===== config.mk =====
export PLATFORM = sky130hd
export DESIGN_NAME = float_control_status_reg
export DESIGN_NICKNAME = d
export VERILOG_FILES = /design/src/float_control_status_pkg.sv /design/src/float_control_status_reg.sv
export SDC_FILE = /design/constraint.sdc
export NUM_CORES = 1
export LEC_CHECK = 0
export BUFFER_PORTS_ARGS = -buffer_cell sky130_fd_sc_hd__buf_2
export CAP_MARGIN = 20
export CORE_MARGIN = 2
export CORE_UTILIZATION = 57
export CTS_BUF_LIST = sky130_fd_sc_hd__clkbuf_4 sky130_fd_sc_hd__clkbuf_8
export DETAILED_ROUTE_END_ITERATION = 8
export PLACE_DENSITY = 0.95
export SYNTH_ARGS = -nofsm -noshare
export SYNTH_HDL_FRONTEND = slang
export SYNTH_SLANG_ARGS = --single-unit

===== constraint.sdc =====
create_clock -name aclk -period 4 [get_ports aclk]
set_clock_uncertainty 0.2 [all_clocks]
set_input_delay 1.2 -clock aclk [delete_from_list [all_inputs] [get_ports aclk]]
set_output_delay 1.2 -clock aclk [all_outputs]
set_load 0.02 [all_outputs]

===== src/float_control_status_pkg.sv =====
`default_nettype none
package float_csr_pkg;

    // register map (byte addresses)
    localparam logic [3:0] ADDR_FCS_LO   = 4'h0;
    localparam logic [3:0] ADDR_FCS_HI   = 4'h4;
    localparam logic [3:0] ADDR_IRQ_STAT = 4'h8;
    localparam logic [3:0] ADDR_IRQ_MASK = 4'hc;

    // bit positions within the 64-bit register
    localparam int BIT_SUMMARY = 63;
    localparam int BIT_INEXACT_DIS = 62;
    localparam int BIT_UNDER_DIS   = 61;
    localparam int BIT_FLUSH_ZERO  = 60;
    localparam int BIT_RM_HI   = 59;
    localparam int BIT_RM_LO   = 58;
    localparam int BIT_FLAG_HI = 57;
    localparam int BIT_FLAG_LO = 52;
    localparam int BIT_OVER_DIS    = 51;
    localparam int BIT_ZDIV_DIS    = 50;
    localparam int BIT_BADOP_DIS   = 49;
    localparam int BIT_DENORM_ZERO = 48;
    localparam int NUM_FLAGS   = 6;

    // flag index within the six-bit flag vector
    localparam int FL_BADOP   = 0;
    localparam int FL_ZDIV    = 1;
    localparam int FL_OVER    = 2;
    localparam int FL_UNDER   = 3;
    localparam int FL_INEXACT = 4;
    localparam int FL_INTOVER = 5;

    localparam logic [5:0]  FLAGS_RESET = 6'h00;
    localparam logic [1:0]  RM_RESET    = 2'h2;
    localparam logic [63:0] ZERO64      = 64'h0;
    localparam logic [1:0]  RESP_OKAY   = 2'h0;
    localparam logic [1:0]  RESP_SLVERR = 2'h2;

    typedef enum logic [1:0] {
        RM_CHOPPED = 2'h0,
        RM_MINUS   = 2'h1,
        RM_NORMAL  = 2'h2,
        RM_PLUS    = 2'h3
    } round_mode_t;

    // per-operation exception report from the datapath
    typedef struct packed {
        logic       valid;
        logic       sw_complete;
        logic       denorm_input;
        logic [5:0] raised;
    } fp_event_t;

    // trap decision back to the datapath
    typedef struct packed {
        logic       trap;
        logic       zero_result;
        logic       denorm_to_zero;
        logic [5:0] trap_cause;
    } fp_trap_t;

endpackage
`default_nettype wire


===== src/float_control_status_reg.sv =====
`timescale 1ns/100ps
`default_nettype none
module float_control_status_reg
    import float_csr_pkg::*;
(
    input  wire logic        aclk,
    input  wire logic        aresetn,
    input  wire logic [3:0]  s_axi_awaddr,
    input  wire logic        s_axi_awvalid,
    output logic             s_axi_awready,
    input  wire logic [31:0] s_axi_wdata,
    input  wire logic [3:0]  s_axi_wstrb,
    input  wire logic        s_axi_wvalid,
    output logic             s_axi_wready,
    output logic [1:0]       s_axi_bresp,
    output logic             s_axi_bvalid,
    input  wire logic        s_axi_bready,
    input  wire logic [3:0]  s_axi_araddr,
    input  wire logic        s_axi_arvalid,
    output logic             s_axi_arready,
    output logic [31:0]      s_axi_rdata,
    output logic [1:0]       s_axi_rresp,
    output logic             s_axi_rvalid,
    input  wire logic        s_axi_rready,
    input  wire fp_event_t   fp_event,
    output fp_trap_t         fp_trap,
    output round_mode_t      dynamic_rounding_select,
    output logic             irq
);

    // ------------------------------------------------------------
    // register state
    // ------------------------------------------------------------
    logic [5:0]  flags_reg;
    logic        imprecise_trap_disable_reg;
    logic        underflow_trap_disable_reg;
    logic        underflow_flush_zero_reg;
    logic [1:0]  rounding_reg;
    logic        overflow_trap_disable_reg;
    logic        zero_divide_trap_disable_reg;
    logic        bad_operand_trap_disable_reg;
    logic        denormal_as_zero_reg;
    logic [5:0]  irq_stat_reg;
    logic [5:0]  irq_mask_reg;
    logic [63:0] fcs_view;
    logic        summary;

    // ------------------------------------------------------------
    // axi write channel
    // ------------------------------------------------------------
    logic        aw_held_reg;
    logic        w_held_reg;
    logic [3:0]  awaddr_reg;
    logic [31:0] wdata_reg;
    logic [3:0]  wstrb_reg;
    logic        wr_fire;

    assign s_axi_awready = !aw_held_reg && !s_axi_bvalid;
    assign s_axi_wready  = !w_held_reg && !s_axi_bvalid;
    assign wr_fire       = aw_held_reg && w_held_reg && !s_axi_bvalid;

    always_ff @(posedge aclk) begin
        if (!aresetn) begin
            aw_held_reg <= 1'b0;
            awaddr_reg  <= 4'h0;
        end else if (s_axi_awvalid && s_axi_awready) begin
            aw_held_reg <= 1'b1;
            awaddr_reg  <= s_axi_awaddr;
        end else if (wr_fire) begin
            aw_held_reg <= 1'b0;
        end
    end

    always_ff @(posedge aclk) begin
        if (!aresetn) begin
            w_held_reg <= 1'b0;
            wdata_reg  <= 32'h0;
            wstrb_reg  <= 4'h0;
        end else if (s_axi_wvalid && s_axi_wready) begin
            w_held_reg <= 1'b1;
            wdata_reg  <= s_axi_wdata;
            wstrb_reg  <= s_axi_wstrb;
        end else if (wr_fire) begin
            w_held_reg <= 1'b0;
        end
    end

    logic wr_known;
    assign wr_known = awaddr_reg[3:2] inside {ADDR_FCS_LO[3:2], ADDR_FCS_HI[3:2],
                                              ADDR_IRQ_STAT[3:2], ADDR_IRQ_MASK[3:2]};

    always_ff @(posedge aclk) begin
        if (!aresetn) begin
            s_axi_bvalid <= 1'b0;
            s_axi_bresp  <= RESP_OKAY;
        end else if (wr_fire) begin
            s_axi_bvalid <= 1'b1;
            s_axi_bresp  <= (wr_known && awaddr_reg[1:0] == 2'h0) ? RESP_OKAY : RESP_SLVERR;
        end else if (s_axi_bready) begin
            s_axi_bvalid <= 1'b0;
        end
    end

    // high word of the register is written lane by lane, bytes 3 and 2 each under its own strobe; status and mask need lane 0
    logic        wr_hi;
    logic        wr_stat;
    logic        wr_mask;
    logic [31:0] wd;
    assign wd      = wdata_reg;
    assign wr_hi   = wr_fire && awaddr_reg == ADDR_FCS_HI;
    assign wr_stat = wr_fire && awaddr_reg == ADDR_IRQ_STAT && wstrb_reg[0];
    assign wr_mask = wr_fire && awaddr_reg == ADDR_IRQ_MASK && wstrb_reg[0];

    // ------------------------------------------------------------
    // control fields
    // ------------------------------------------------------------
    always_ff @(posedge aclk) begin
        if (!aresetn) begin
            imprecise_trap_disable_reg   <= 1'b0;
            underflow_trap_disable_reg   <= 1'b0;
            underflow_flush_zero_reg     <= 1'b0;
            rounding_reg                 <= RM_RESET;
            overflow_trap_disable_reg    <= 1'b0;
            zero_divide_trap_disable_reg <= 1'b0;
            bad_operand_trap_disable_reg <= 1'b0;
            denormal_as_zero_reg         <= 1'b0;
        end else if (wr_hi) begin
            if (wstrb_reg[3]) begin
                imprecise_trap_disable_reg <= wd[BIT_INEXACT_DIS - 32];
                underflow_trap_disable_reg <= wd[BIT_UNDER_DIS - 32];
                underflow_flush_zero_reg   <= wd[BIT_FLUSH_ZERO - 32];
                rounding_reg               <= wd[BIT_RM_HI - 32:BIT_RM_LO - 32];
            end
            if (wstrb_reg[2]) begin
                overflow_trap_disable_reg    <= wd[BIT_OVER_DIS - 32];
                zero_divide_trap_disable_reg <= wd[BIT_ZDIV_DIS - 32];
                bad_operand_trap_disable_reg <= wd[BIT_BADOP_DIS - 32];
                denormal_as_zero_reg         <= wd[BIT_DENORM_ZERO - 32];
            end
        end
    end

    assign dynamic_rounding_select = round_mode_t'(rounding_reg);

    // ------------------------------------------------------------
    // sticky exception flags
    // ------------------------------------------------------------
    logic [5:0] flags_next;
    logic [5:0] raised;
    logic [5:0] wr_flags;
    logic [5:0] wr_lanes;
    assign raised = fp_event.valid ? fp_event.raised : 6'h00;
    // flags 57..56 sit in byte 3, 55..52 in byte 2
    assign wr_flags = wd[BIT_FLAG_HI - 32:BIT_FLAG_LO - 32];
    assign wr_lanes = {{2{wstrb_reg[3]}}, {4{wstrb_reg[2]}}};

    generate
        for (genvar i = 0; i < NUM_FLAGS; i++) begin : g_flag
            // set wins over a software clear in the same cycle
            always_comb begin
                flags_next[i] = flags_reg[i];
                if (wr_hi && wr_lanes[i]) begin
                    flags_next[i] = wr_flags[i];
                end
                if (raised[i]) begin
                    flags_next[i] = 1'b1;
                end
            end
        end
    endgenerate

    always_ff @(posedge aclk) begin
        if (!aresetn) begin
            flags_reg <= FLAGS_RESET;
        end else begin
            flags_reg <= flags_next;
        end
    end

    assign summary = |flags_reg;

    always_comb begin
        fcs_view                         = ZERO64;
        fcs_view[BIT_SUMMARY]            = summary;
        fcs_view[BIT_INEXACT_DIS]        = imprecise_trap_disable_reg;
        fcs_view[BIT_UNDER_DIS]          = underflow_trap_disable_reg;
        fcs_view[BIT_FLUSH_ZERO]         = underflow_flush_zero_reg;
        fcs_view[BIT_RM_HI:BIT_RM_LO]    = rounding_reg;
        fcs_view[BIT_FLAG_HI:BIT_FLAG_LO] = flags_reg;
        fcs_view[BIT_OVER_DIS]           = overflow_trap_disable_reg;
        fcs_view[BIT_ZDIV_DIS]           = zero_divide_trap_disable_reg;
        fcs_view[BIT_BADOP_DIS]          = bad_operand_trap_disable_reg;
        fcs_view[BIT_DENORM_ZERO]        = denormal_as_zero_reg;
    end

    // ------------------------------------------------------------
    // trap decision
    // ------------------------------------------------------------
    fp_trap_t trap_next;
    logic     denorm_zero_active;
    logic     under_suppress;
    always_comb begin
        denorm_zero_active = denormal_as_zero_reg && fp_event.sw_complete;
        under_suppress     = underflow_trap_disable_reg && underflow_flush_zero_reg
                             && fp_event.sw_complete;
        trap_next                = '0;
        trap_next.trap_cause     = raised;
        trap_next.denorm_to_zero = fp_event.valid && fp_event.denorm_input
                                   && denorm_zero_active;
        if (imprecise_trap_disable_reg) begin
            trap_next.trap_cause[FL_INEXACT] = 1'b0;
        end
        if (under_suppress) begin
            trap_next.trap_cause[FL_UNDER] = 1'b0;
        end
        if (zero_divide_trap_disable_reg) begin
            trap_next.trap_cause[FL_ZDIV] = 1'b0;
        end
        if (bad_operand_trap_disable_reg) begin
            trap_next.trap_cause[FL_BADOP] = 1'b0;
        end
        if (fp_event.valid && fp_event.denorm_input) begin
            if (!fp_event.sw_complete) begin
                trap_next.trap_cause[FL_BADOP] = 1'b1;
            end else if (denorm_zero_active) begin
                trap_next.trap_cause[FL_BADOP] = 1'b0;
            end
        end
        trap_next.zero_result = fp_event.valid && raised[FL_UNDER]
                                && underflow_trap_disable_reg
                                && underflow_flush_zero_reg;
        trap_next.trap = |trap_next.trap_cause;
    end

    always_ff @(posedge aclk) begin
        if (!aresetn) begin
            fp_trap <= '0;
        end else begin
            fp_trap <= trap_next;
        end
    end

    // ------------------------------------------------------------
    // interrupt status and mask
    // ------------------------------------------------------------
    always_ff @(posedge aclk) begin
        if (!aresetn) begin
            irq_stat_reg <= 6'h00;
        end else begin
            irq_stat_reg <= (irq_stat_reg & ~(wr_stat ? wd[5:0] : 6'h00)) | raised;
        end
    end

    always_ff @(posedge aclk) begin
        if (!aresetn) begin
            irq_mask_reg <= 6'h00;
        end else if (wr_mask) begin
            irq_mask_reg <= wd[5:0];
        end
    end

    assign irq = |(irq_stat_reg & irq_mask_reg);

    // ------------------------------------------------------------
    // axi read channel
    // ------------------------------------------------------------
    assign s_axi_arready = !s_axi_rvalid;

    always_ff @(posedge aclk) begin
        if (!aresetn) begin
            s_axi_rvalid <= 1'b0;
            s_axi_rdata  <= 32'h0;
            s_axi_rresp  <= RESP_OKAY;
        end else if (s_axi_arvalid && s_axi_arready) begin
            s_axi_rvalid <= 1'b1;
            s_axi_rresp  <= RESP_OKAY;
            case (s_axi_araddr)
                ADDR_FCS_LO: begin
                    s_axi_rdata <= fcs_view[31:0];
                end
                ADDR_FCS_HI: begin
                    s_axi_rdata <= fcs_view[63:32];
                end
                ADDR_IRQ_STAT: begin
                    s_axi_rdata <= {26'h0, irq_stat_reg};
                end
                ADDR_IRQ_MASK: begin
                    s_axi_rdata <= {26'h0, irq_mask_reg};
                end
                default: begin
                    s_axi_rdata <= 32'h0;
                    s_axi_rresp <= RESP_SLVERR;
                end
            endcase
        end else if (s_axi_rready) begin
            s_axi_rvalid <= 1'b0;
        end
    end

    // ------------------------------------------------------------
    // checks
    // ------------------------------------------------------------
    a_summary_or: assert property (@(posedge aclk) disable iff (!aresetn)
        fcs_view[BIT_SUMMARY] == |fcs_view[BIT_FLAG_HI:BIT_FLAG_LO])
        else $error("summary bit differs from flag or");
    a_reserved_zero: assert property (@(posedge aclk) disable iff (!aresetn)
        s_axi_rvalid && $past(s_axi_araddr) == ADDR_FCS_LO && $rose(s_axi_rvalid)
        |-> s_axi_rdata == 32'h0)
        else $error("reserved bits read nonzero");
    a_flag_sticky: assert property (@(posedge aclk) disable iff (!aresetn)
        flags_reg[FL_OVER] && !wr_hi |=> flags_reg[FL_OVER])
        else $error("flag cleared without a write");
    a_flag_set: assert property (@(posedge aclk) disable iff (!aresetn)
        fp_event.valid && fp_event.raised[FL_OVER] |=> flags_reg[FL_OVER])
        else $error("overflow flag not set");
    a_iov_set: assert property (@(posedge aclk) disable iff (!aresetn)
        fp_event.valid && fp_event.raised[FL_INTOVER] |=> fcs_view[BIT_FLAG_HI] && summary)
        else $error("integer overflow flag not set");
    a_ine_masked: assert property (@(posedge aclk) disable iff (!aresetn)
        imprecise_trap_disable_reg |=> !fp_trap.trap_cause[FL_INEXACT])
        else $error("inexact trap not suppressed");
    a_unf_zero: assert property (@(posedge aclk) disable iff (!aresetn)
        fp_event.valid && fp_event.raised[FL_UNDER] && underflow_trap_disable_reg
        && underflow_flush_zero_reg |=> fp_trap.zero_result)
        else $error("flush to zero not signalled");
    a_unf_kept: assert property (@(posedge aclk) disable iff (!aresetn)
        fp_event.valid && fp_event.raised[FL_UNDER] && !(underflow_trap_disable_reg
        && underflow_flush_zero_reg && fp_event.sw_complete) |=> fp_trap.trap_cause[FL_UNDER])
        else $error("underflow trap wrongly suppressed");
    a_dze_masked: assert property (@(posedge aclk) disable iff (!aresetn)
        zero_divide_trap_disable_reg |=> !fp_trap.trap_cause[FL_ZDIV])
        else $error("divide by zero trap not suppressed");
    a_inv_masked: assert property (@(posedge aclk) disable iff (!aresetn)
        bad_operand_trap_disable_reg
        && !(fp_event.valid && fp_event.denorm_input && !fp_event.sw_complete)
        |=> !fp_trap.trap_cause[FL_BADOP])
        else $error("invalid operation trap not suppressed");
    a_ovf_kept: assert property (@(posedge aclk) disable iff (!aresetn)
        fp_event.valid && fp_event.raised[FL_OVER] |=> fp_trap.trap_cause[FL_OVER])
        else $error("overflow trap suppressed");
    a_dnz_zero: assert property (@(posedge aclk) disable iff (!aresetn)
        fp_event.valid && fp_event.denorm_input && fp_event.sw_complete
        && denormal_as_zero_reg |=> fp_trap.denorm_to_zero && !fp_trap.trap_cause[FL_BADOP])
        else $error("denormal not treated as zero");
    a_bvalid_hold: assert property (@(posedge aclk) disable iff (!aresetn)
        s_axi_bvalid && !s_axi_bready |=> s_axi_bvalid)
        else $error("write response dropped before taken");
    a_denorm_trap: assert property (@(posedge aclk) disable iff (!aresetn)
        fp_event.valid && fp_event.denorm_input && !fp_event.sw_complete
        |=> fp_trap.trap && fp_trap.trap_cause[FL_BADOP])
        else $error("denormal without qualifier did not trap");
    a_rm_follows: assert property (@(posedge aclk) disable iff (!aresetn)
        wr_hi && wstrb_reg[3] |=> dynamic_rounding_select == $past(wd[27:26]))
        else $error("rounding mode not written");

endmodule
`default_nettype wire


==> metrics, run 1 <==
status finished, final reports clean; number of register bits inferred by synthesis about 90; clk slew on worst S/H paths 90 ps; Switching Share 27.6%; ranking of synthesized cells by area dfxtp_1 50%, nand2_1 7.2%, a21oi_1 5.4%, mux2i_1 4.3%, a32oi_1 3.8%; register area 0.00184 mm²; RSZ-0062 raised after global routing false; gr usage total a little under a quarter; Hold Path Depth 2; fin. max-slew vios 0; Crit path max-delay family flip-flops; Reg power frac 56.0%; PortBufs 88; CP endpoint kind output pin; largest net degree at the start of global routing 60; Mapped Avg Cell Area 9.15 µm²; WL met1 3530 µm; Net count, final 539; TritonCTS clock tree built; final hold viol count 0; minimum clock period after layout 2610 ps; critical hold path startpoint wd[25]; P&R area growth vs syn 15.2%; Hold Buf Count CTS 0; clk buf depth 2; Die ar. 0.00714 mm²; Final Cycle Share 65.3%; sequential element share of the synthesized area 49.8%; highest routed layer met4; worst setup path category reg -> out; vias in the first global route 2930; Pwr Density 412 mW/mm²; Largest register FFs 22; vias roughly 3200; Root Buffer clkbuf_8; fraction of layout cells with a size suffix above 1 approximately a quarter; Detail Placement HPWL 6010 µm; Min-Delay Endpoint wd[25]; slew margin rel. roughly two fifths; GPL Wtd Cong 0.812; # fillers between 400 and 500; NetSw around 480 µW; DIE HEIGHT around 85 µm; Post-synth ARST share 0%; met2 routed WL roughly 4000 µm; LEAKAGE 0.00180 µW; global route overflow 0; Core Area 0.00631 mm²; ANT cells 0; Final Worst Setup Slack 1390 ps; ys flop type dfxtp_1; I/O Pins roughly 110; Routed WL 8370 µm; Placement Setup Slack around 1200 ps; RR Startpoint aw_held_reg; placed cell area 0.00407 mm²; Power Internal 1270 µW; starting density of the core 58.5%; Post-Syn Area 0.00369 mm²; 1st-pass router iterations 5; startpoint types register; final instance area around 0.0043 mm²; Ys Warns 0; Final setup viols 0; critical path's slowest cell dfxtp_1; DR iter-0 viols approximately 300; CTS sink cnt slightly above 90; global-route wire length before repair 13700 µm; buffer count from post-CTS setup fixing 0; critical path buffer and inverter count 1; Post-CTS Resized 0; Worst Hold Class reg -> reg; Worst Path Required roughly 2600 ps; Std-Cell Rows 29; post-route ant nets 0; vias per inst 5.79; Crit path arrival time ~1200 ps; CP max FO 12; Max-cap violations 0; Util after Layout between 60 and 70%; most flop-heavy register s_axi_rdata; Die Width 84.5 µm; CP max stage delay 590 ps; Cell variety after synth 46; measured slew at the worst slew-check pin 896 ps; total CTS buffers 9; post-synth top area share 49.8%; combinational fraction of design power a little over a tenth; Fin Setup TNS 0 ps; worst reg2reg endpoint flags_reg[1]; Pwr Total about 1800 µW; EDFF count, synth 0; DRC violations left 0; clk_lat worst skew 370 ps; Worst Reg-to-Reg Cells 3; critical path cell sequence nor2_1 -> buf_2; # H-tree levels 3; Clock Power Share between 30% and 40%; Peak VDD IR 0.345 mV; Max Clk Rate 383 MHz; Synth area leader dfxtp_1; wire per inst 14.9 µm; Met3 Routed Length 656 µm; area of the multi-input gates approximately 0.0016 mm²; initial antenna violation count 0; R2R setup slack approximately 1800 ps; cells after synthesis 404
-- power groups by stage --
stage	clock, µW	combinational [µW]	sequential, µW
2_1_floorplan	0	143	1000
3_3_place_gp	0	181	1000
3_5_place_dp	0	187	1000
4_1_cts	590	188	983
5_1_grt	631	207	988
6_report	583	189	983
-- Yosys cell counts (3+ instances only) --
master	n
dfxtp_1	92
a31oi_1	7
buf_2	8
nor3_1	4
a32oi_1	16
clkbuf_1	12
buf_4	13
o311a_1	5
a211o_2	5
a21oi_1	40
mux2i_1	16
nand3_1	13
inv_1	6
nand2b_1	4
o21ai_0	14
nand2_1	71
buf_6	3
nand4b_1	3
and2_1	5
a22oi_1	3
nor2_1	25
nor2b_1	5
o2bb2ai_1	6
-- layout by cell type (no fill, tap or decap), types with 2 or more instances in the layout --
master	netlist	final
nor4b_4	2	2
clkinvlp_4	0	2
o2bb2ai_1	6	6
nand4b_1	3	3
a21oi_1	40	40
and2_1	5	5
nand2_1	71	71
a31oi_1	7	7
buf_2	8	88
nor2_1	25	25
inv_6	0	2
a22oi_1	3	3
clkbuf_8	0	10
nor3b_2	2	2
o21ai_0	14	14
o21ai_1	2	2
a211o_2	5	5
mux2i_1	16	16
and4b_1	2	2
nor3_1	4	4
nand2b_1	4	4
nand3_1	13	13
conb_1	1	12
buf_4	13	4
o311a_1	5	5
dfxtp_1	92	92
inv_1	6	6
nor2b_1	5	5
a32oi_1	16	16
-- final cells by class --
class | count | area share (%)
timing repair buffer | 92 | 11.1
clock inverter | 6 | 1.09
clock buffer | 10 | 3.23
tap | 77 | 2.26
sequential | 92 | 43.3
multi-input combinational | 277 | 38.5
inverter | 7 | 0.617
-- cell families after synthesis --
kind of cell / Yosys count / share of synthesized area (%)
flip-flops: 92 / 49.8
other: 1 / 0.101
multiplexers: 16 / 4.33
AND/OR/NAND/NOR: 147 / 20.5
buffers and inverters: 46 / 6.98
AO/OA/AOI/OAI: 102 / 18.2
-- worst max path at each step --
stage	start	to	cells past startpoint
after floorplan	s_axi_araddr[2]	s_axi_rdata[31]	6
final	s_axi_bvalid	s_axi_awready	2
after detailed placement	aresetn	s_axi_rresp[1]	4
after global routing	s_axi_bvalid	s_axi_awready	2
after CTS	s_axi_bvalid	s_axi_awready	2
after global placement	aresetn	s_axi_bresp[1]	4
-- layer usage --
layer | vias up | GRT usage, %
li1 | 1551 | -
met1 | 1518 | 31.1
met2 | 164 | 37.5
met3 | 15 | 4.13
met4 | 0 | 11.8
met5 | - | 0
-- worst min-delay path: stages, from the launching register on --
cell and delay [ps]:
dfxtp_1 320, nand2_1 50, a21oi_1 50
-- metrics by stage --
| stage | cells | hold WS, ps |
|---|---|---|
| after global placement | 545 | 240 |
| after global routing | 561 | 281 |
| final | 561 | 261 |
| after floorplan | 415 | 234 |
| after detailed placement | 545 | 243 |
| after CTS | 561 | 264 |
No activity file was read; power rests on OpenSTA's default activity.
==> run 2: changes to the inputs <==
Settings changed: ABC_AREA from default to 1, CORE_UTILIZATION 57 to 48, PLACE_DENSITY 0.95 to 0.89.
Clock period 4 ns to 2.1 ns, I/O delays scaled along.
==> metrics, run 2 <==
top-count cell post-synth dfxtp_1; Switching Share 26.1%; TritonCTS clock tree built; Die ar. 0.00842 mm²; clk buf depth 2; Post-synth ARST share 0%; fin. max-slew vios 0; Routed WL between 8000 and 9000 µm; commonest cells in the netlist 92 x dfxtp_1, 88 x nand2_1, 72 x nor2_1; Net count, final 623; cells after synthesis around 480; EDFF count, synth 0; minimum clock period after layout 2070 ps; Die Width 91.8 µm; GPL Wtd Cong 0.863; Cell variety after synth 27; Mapped Avg Cell Area about 7.7 µm²; Pwr Density 783 mW/mm²; Root Buffer clkbuf_8; worst setup path category reg -> out; I/O Pins 113; Max-cap violations 0; LEAKAGE 0.00193 µW; startpoint types register; commonest non-fill, non-tap cell in the layout dfxtp_1; DRC violations left 0; Fin Setup TNS 0 ps; vias in the first global route just over 3000; Final setup viols 0; largest net degree at the start of global routing 44; Pwr Total 3420 µW; Detail Placement HPWL 6180 µm; Synth area leader dfxtp_1; Largest register FFs 22; hold slack roughly 260 ps; Peak VDD IR roughly 0.44 mV; sequential element share of the synthesized area between 40% and 50%; ys flop type dfxtp_1; NetSw between 800 and 900 µW; Std-Cell Rows 31; Final Cycle Share 98.5%; Worst Hold Class reg -> reg; ANT cells 0; post-route ant nets 0; RSZ-0062 raised after global routing false; clk_lat worst skew ~350 ps; most flop-heavy register s_axi_rdata; global route overflow 0; DR iter-0 viols 190; Reg power frac 55.0%; most frequent cells in the layout 90 x dfxtp_1, 88 x nand2_1, 87 x buf_2, 72 x nor2_1, 42 x o21ai_0; vias 3376; CTS sink cnt 92; fraction of layout cells with a size suffix above 1 a little over a quarter; vias per inst 5.07; Max Clk Rate 484 MHz; global-route wire length before repair 14100 µm; number of register bits inferred by synthesis 92; slew margin rel. around three fifths; post-synth top area share approximately half; total CTS buffers 9; status finished, final reports clean; Ys Warns 0; Core Area ~0.0074 mm²; Hold Buf Count CTS 0; CP max FO 2; Clock Power Share 33.9%; wire per inst roughly 13 µm; Crit path arrival time 1240 ps; clk slew on worst S/H paths 80 ps; P&R area growth vs syn 18.3%; measured slew at the worst slew-check pin 609 ps; final hold viol count 0; PortBufs ~90; gr usage total 20.7%; DIE HEIGHT 91.8 µm; Worst Path Required approximately 1300 ps; ranking of synthesized cells by area dfxtp_1 50%, nand2_1 8.9%, nor2_1 7.3%, o21ai_0 5.7%, a21oi_1 5.1%; Post-Syn Area 0.00370 mm²; initial antenna violation count 0; CP endpoint kind output pin; # H-tree levels 3; 1st-pass router iterations 4; Power Internal 2530 µW; combinational fraction of design power 11.1%; starting density of the core 50.2%
## run 2: cell count changes in the layout (fill, tap and decap cells not counted), moves of 6 or more
cell,change
inv_1,+22
nand2_2,+12
a32oi_1,-16
nand3_1,+6
nor2_1,+47
a21oi_2,+10
nand4_1,+17
a31oi_1,-7
mux2i_1,-16
o21ai_0,+28
nand2_1,+17
o2bb2ai_1,-6
## run 2: logic make-up after synthesis
kind of cell	count (synthesis)	synth area share, %
AND/OR/NAND/NOR	219	26.3
other	1	0.101
flip-flops	92	49.8
buffers and inverters	70	9.41
AO/OA/AOI/OAI	97	14.4
## run 2: path summary, 6_finish.rpt
kind	endpoint	slack, ps	from	depth (start not counted)
max	irq	30	irq_mask_reg[4]	5
min reg2reg	awaddr_reg[0]	260	awaddr_reg[0]	2
max reg2reg	flags_reg[2]	430	awaddr_reg[1]	8
min	awaddr_reg[0]	260	awaddr_reg[0]	2
## run 2: layout make-up
class	count	area [µm²]
fillers	664	3000
repair buffers	97	536
clock inverters	5	52.6
well taps	99	124
flip-flops and latches	92	1840
inverters	35	131
multi-input cells	328	1550
clock buffers	10	138
## run 2: power groups by stage
stage	Sequential, µW	Clock, µW	Combinational (µW)
floorplan	1920	0	269
global placement	1920	0	368
detailed placement	1920	0	379
CTS	1880	1170	381
global route	1890	1240	432
finish	1880	1160	380
## run 2: through the flow
| step | utilization (%) | cells | setup slack (ps) | area (µm²) |
|---|---|---|---|---|
| after global routing | 59.3 | 666 | 1.18 | 4370 |
| after global placement | 56.6 | 650 | 249 | 4170 |
| after detailed placement | 56.6 | 650 | 199 | 4170 |
| final | 59.3 | 666 | 32.3 | 4370 |
| after CTS | 59.2 | 665 | 23.6 | 4360 |
| after floorplan | - | 490 | 386 | 3740 |
## run 2: layer usage
metal	track usage (%)	wire length, µm	part of all wire (%)	up-vias
met3	4.03	597	7.0	19
met1	27.6	3900	46	1523
li1	-	-	-	1703
met4	9.20	180	2.1	0
met5	0	0	0	-
met2	32.8	3800	45	131
## run 2: critical path, stage by stage, from the launching register on
cell,delay [ps]
dfxtp_1,320
inv_1,80
o22ai_1,90
a21oi_1,140
nand2_1,90
buf_4,160
## run 2: timing repair
action | 4_1_cts | 5_1_grt
gates resized for setup | 0 | 6
endpoints found under the hold margin | 0 | 0
setup buffers | 0 | 1
endpoints found under the setup margin | 0 | 1
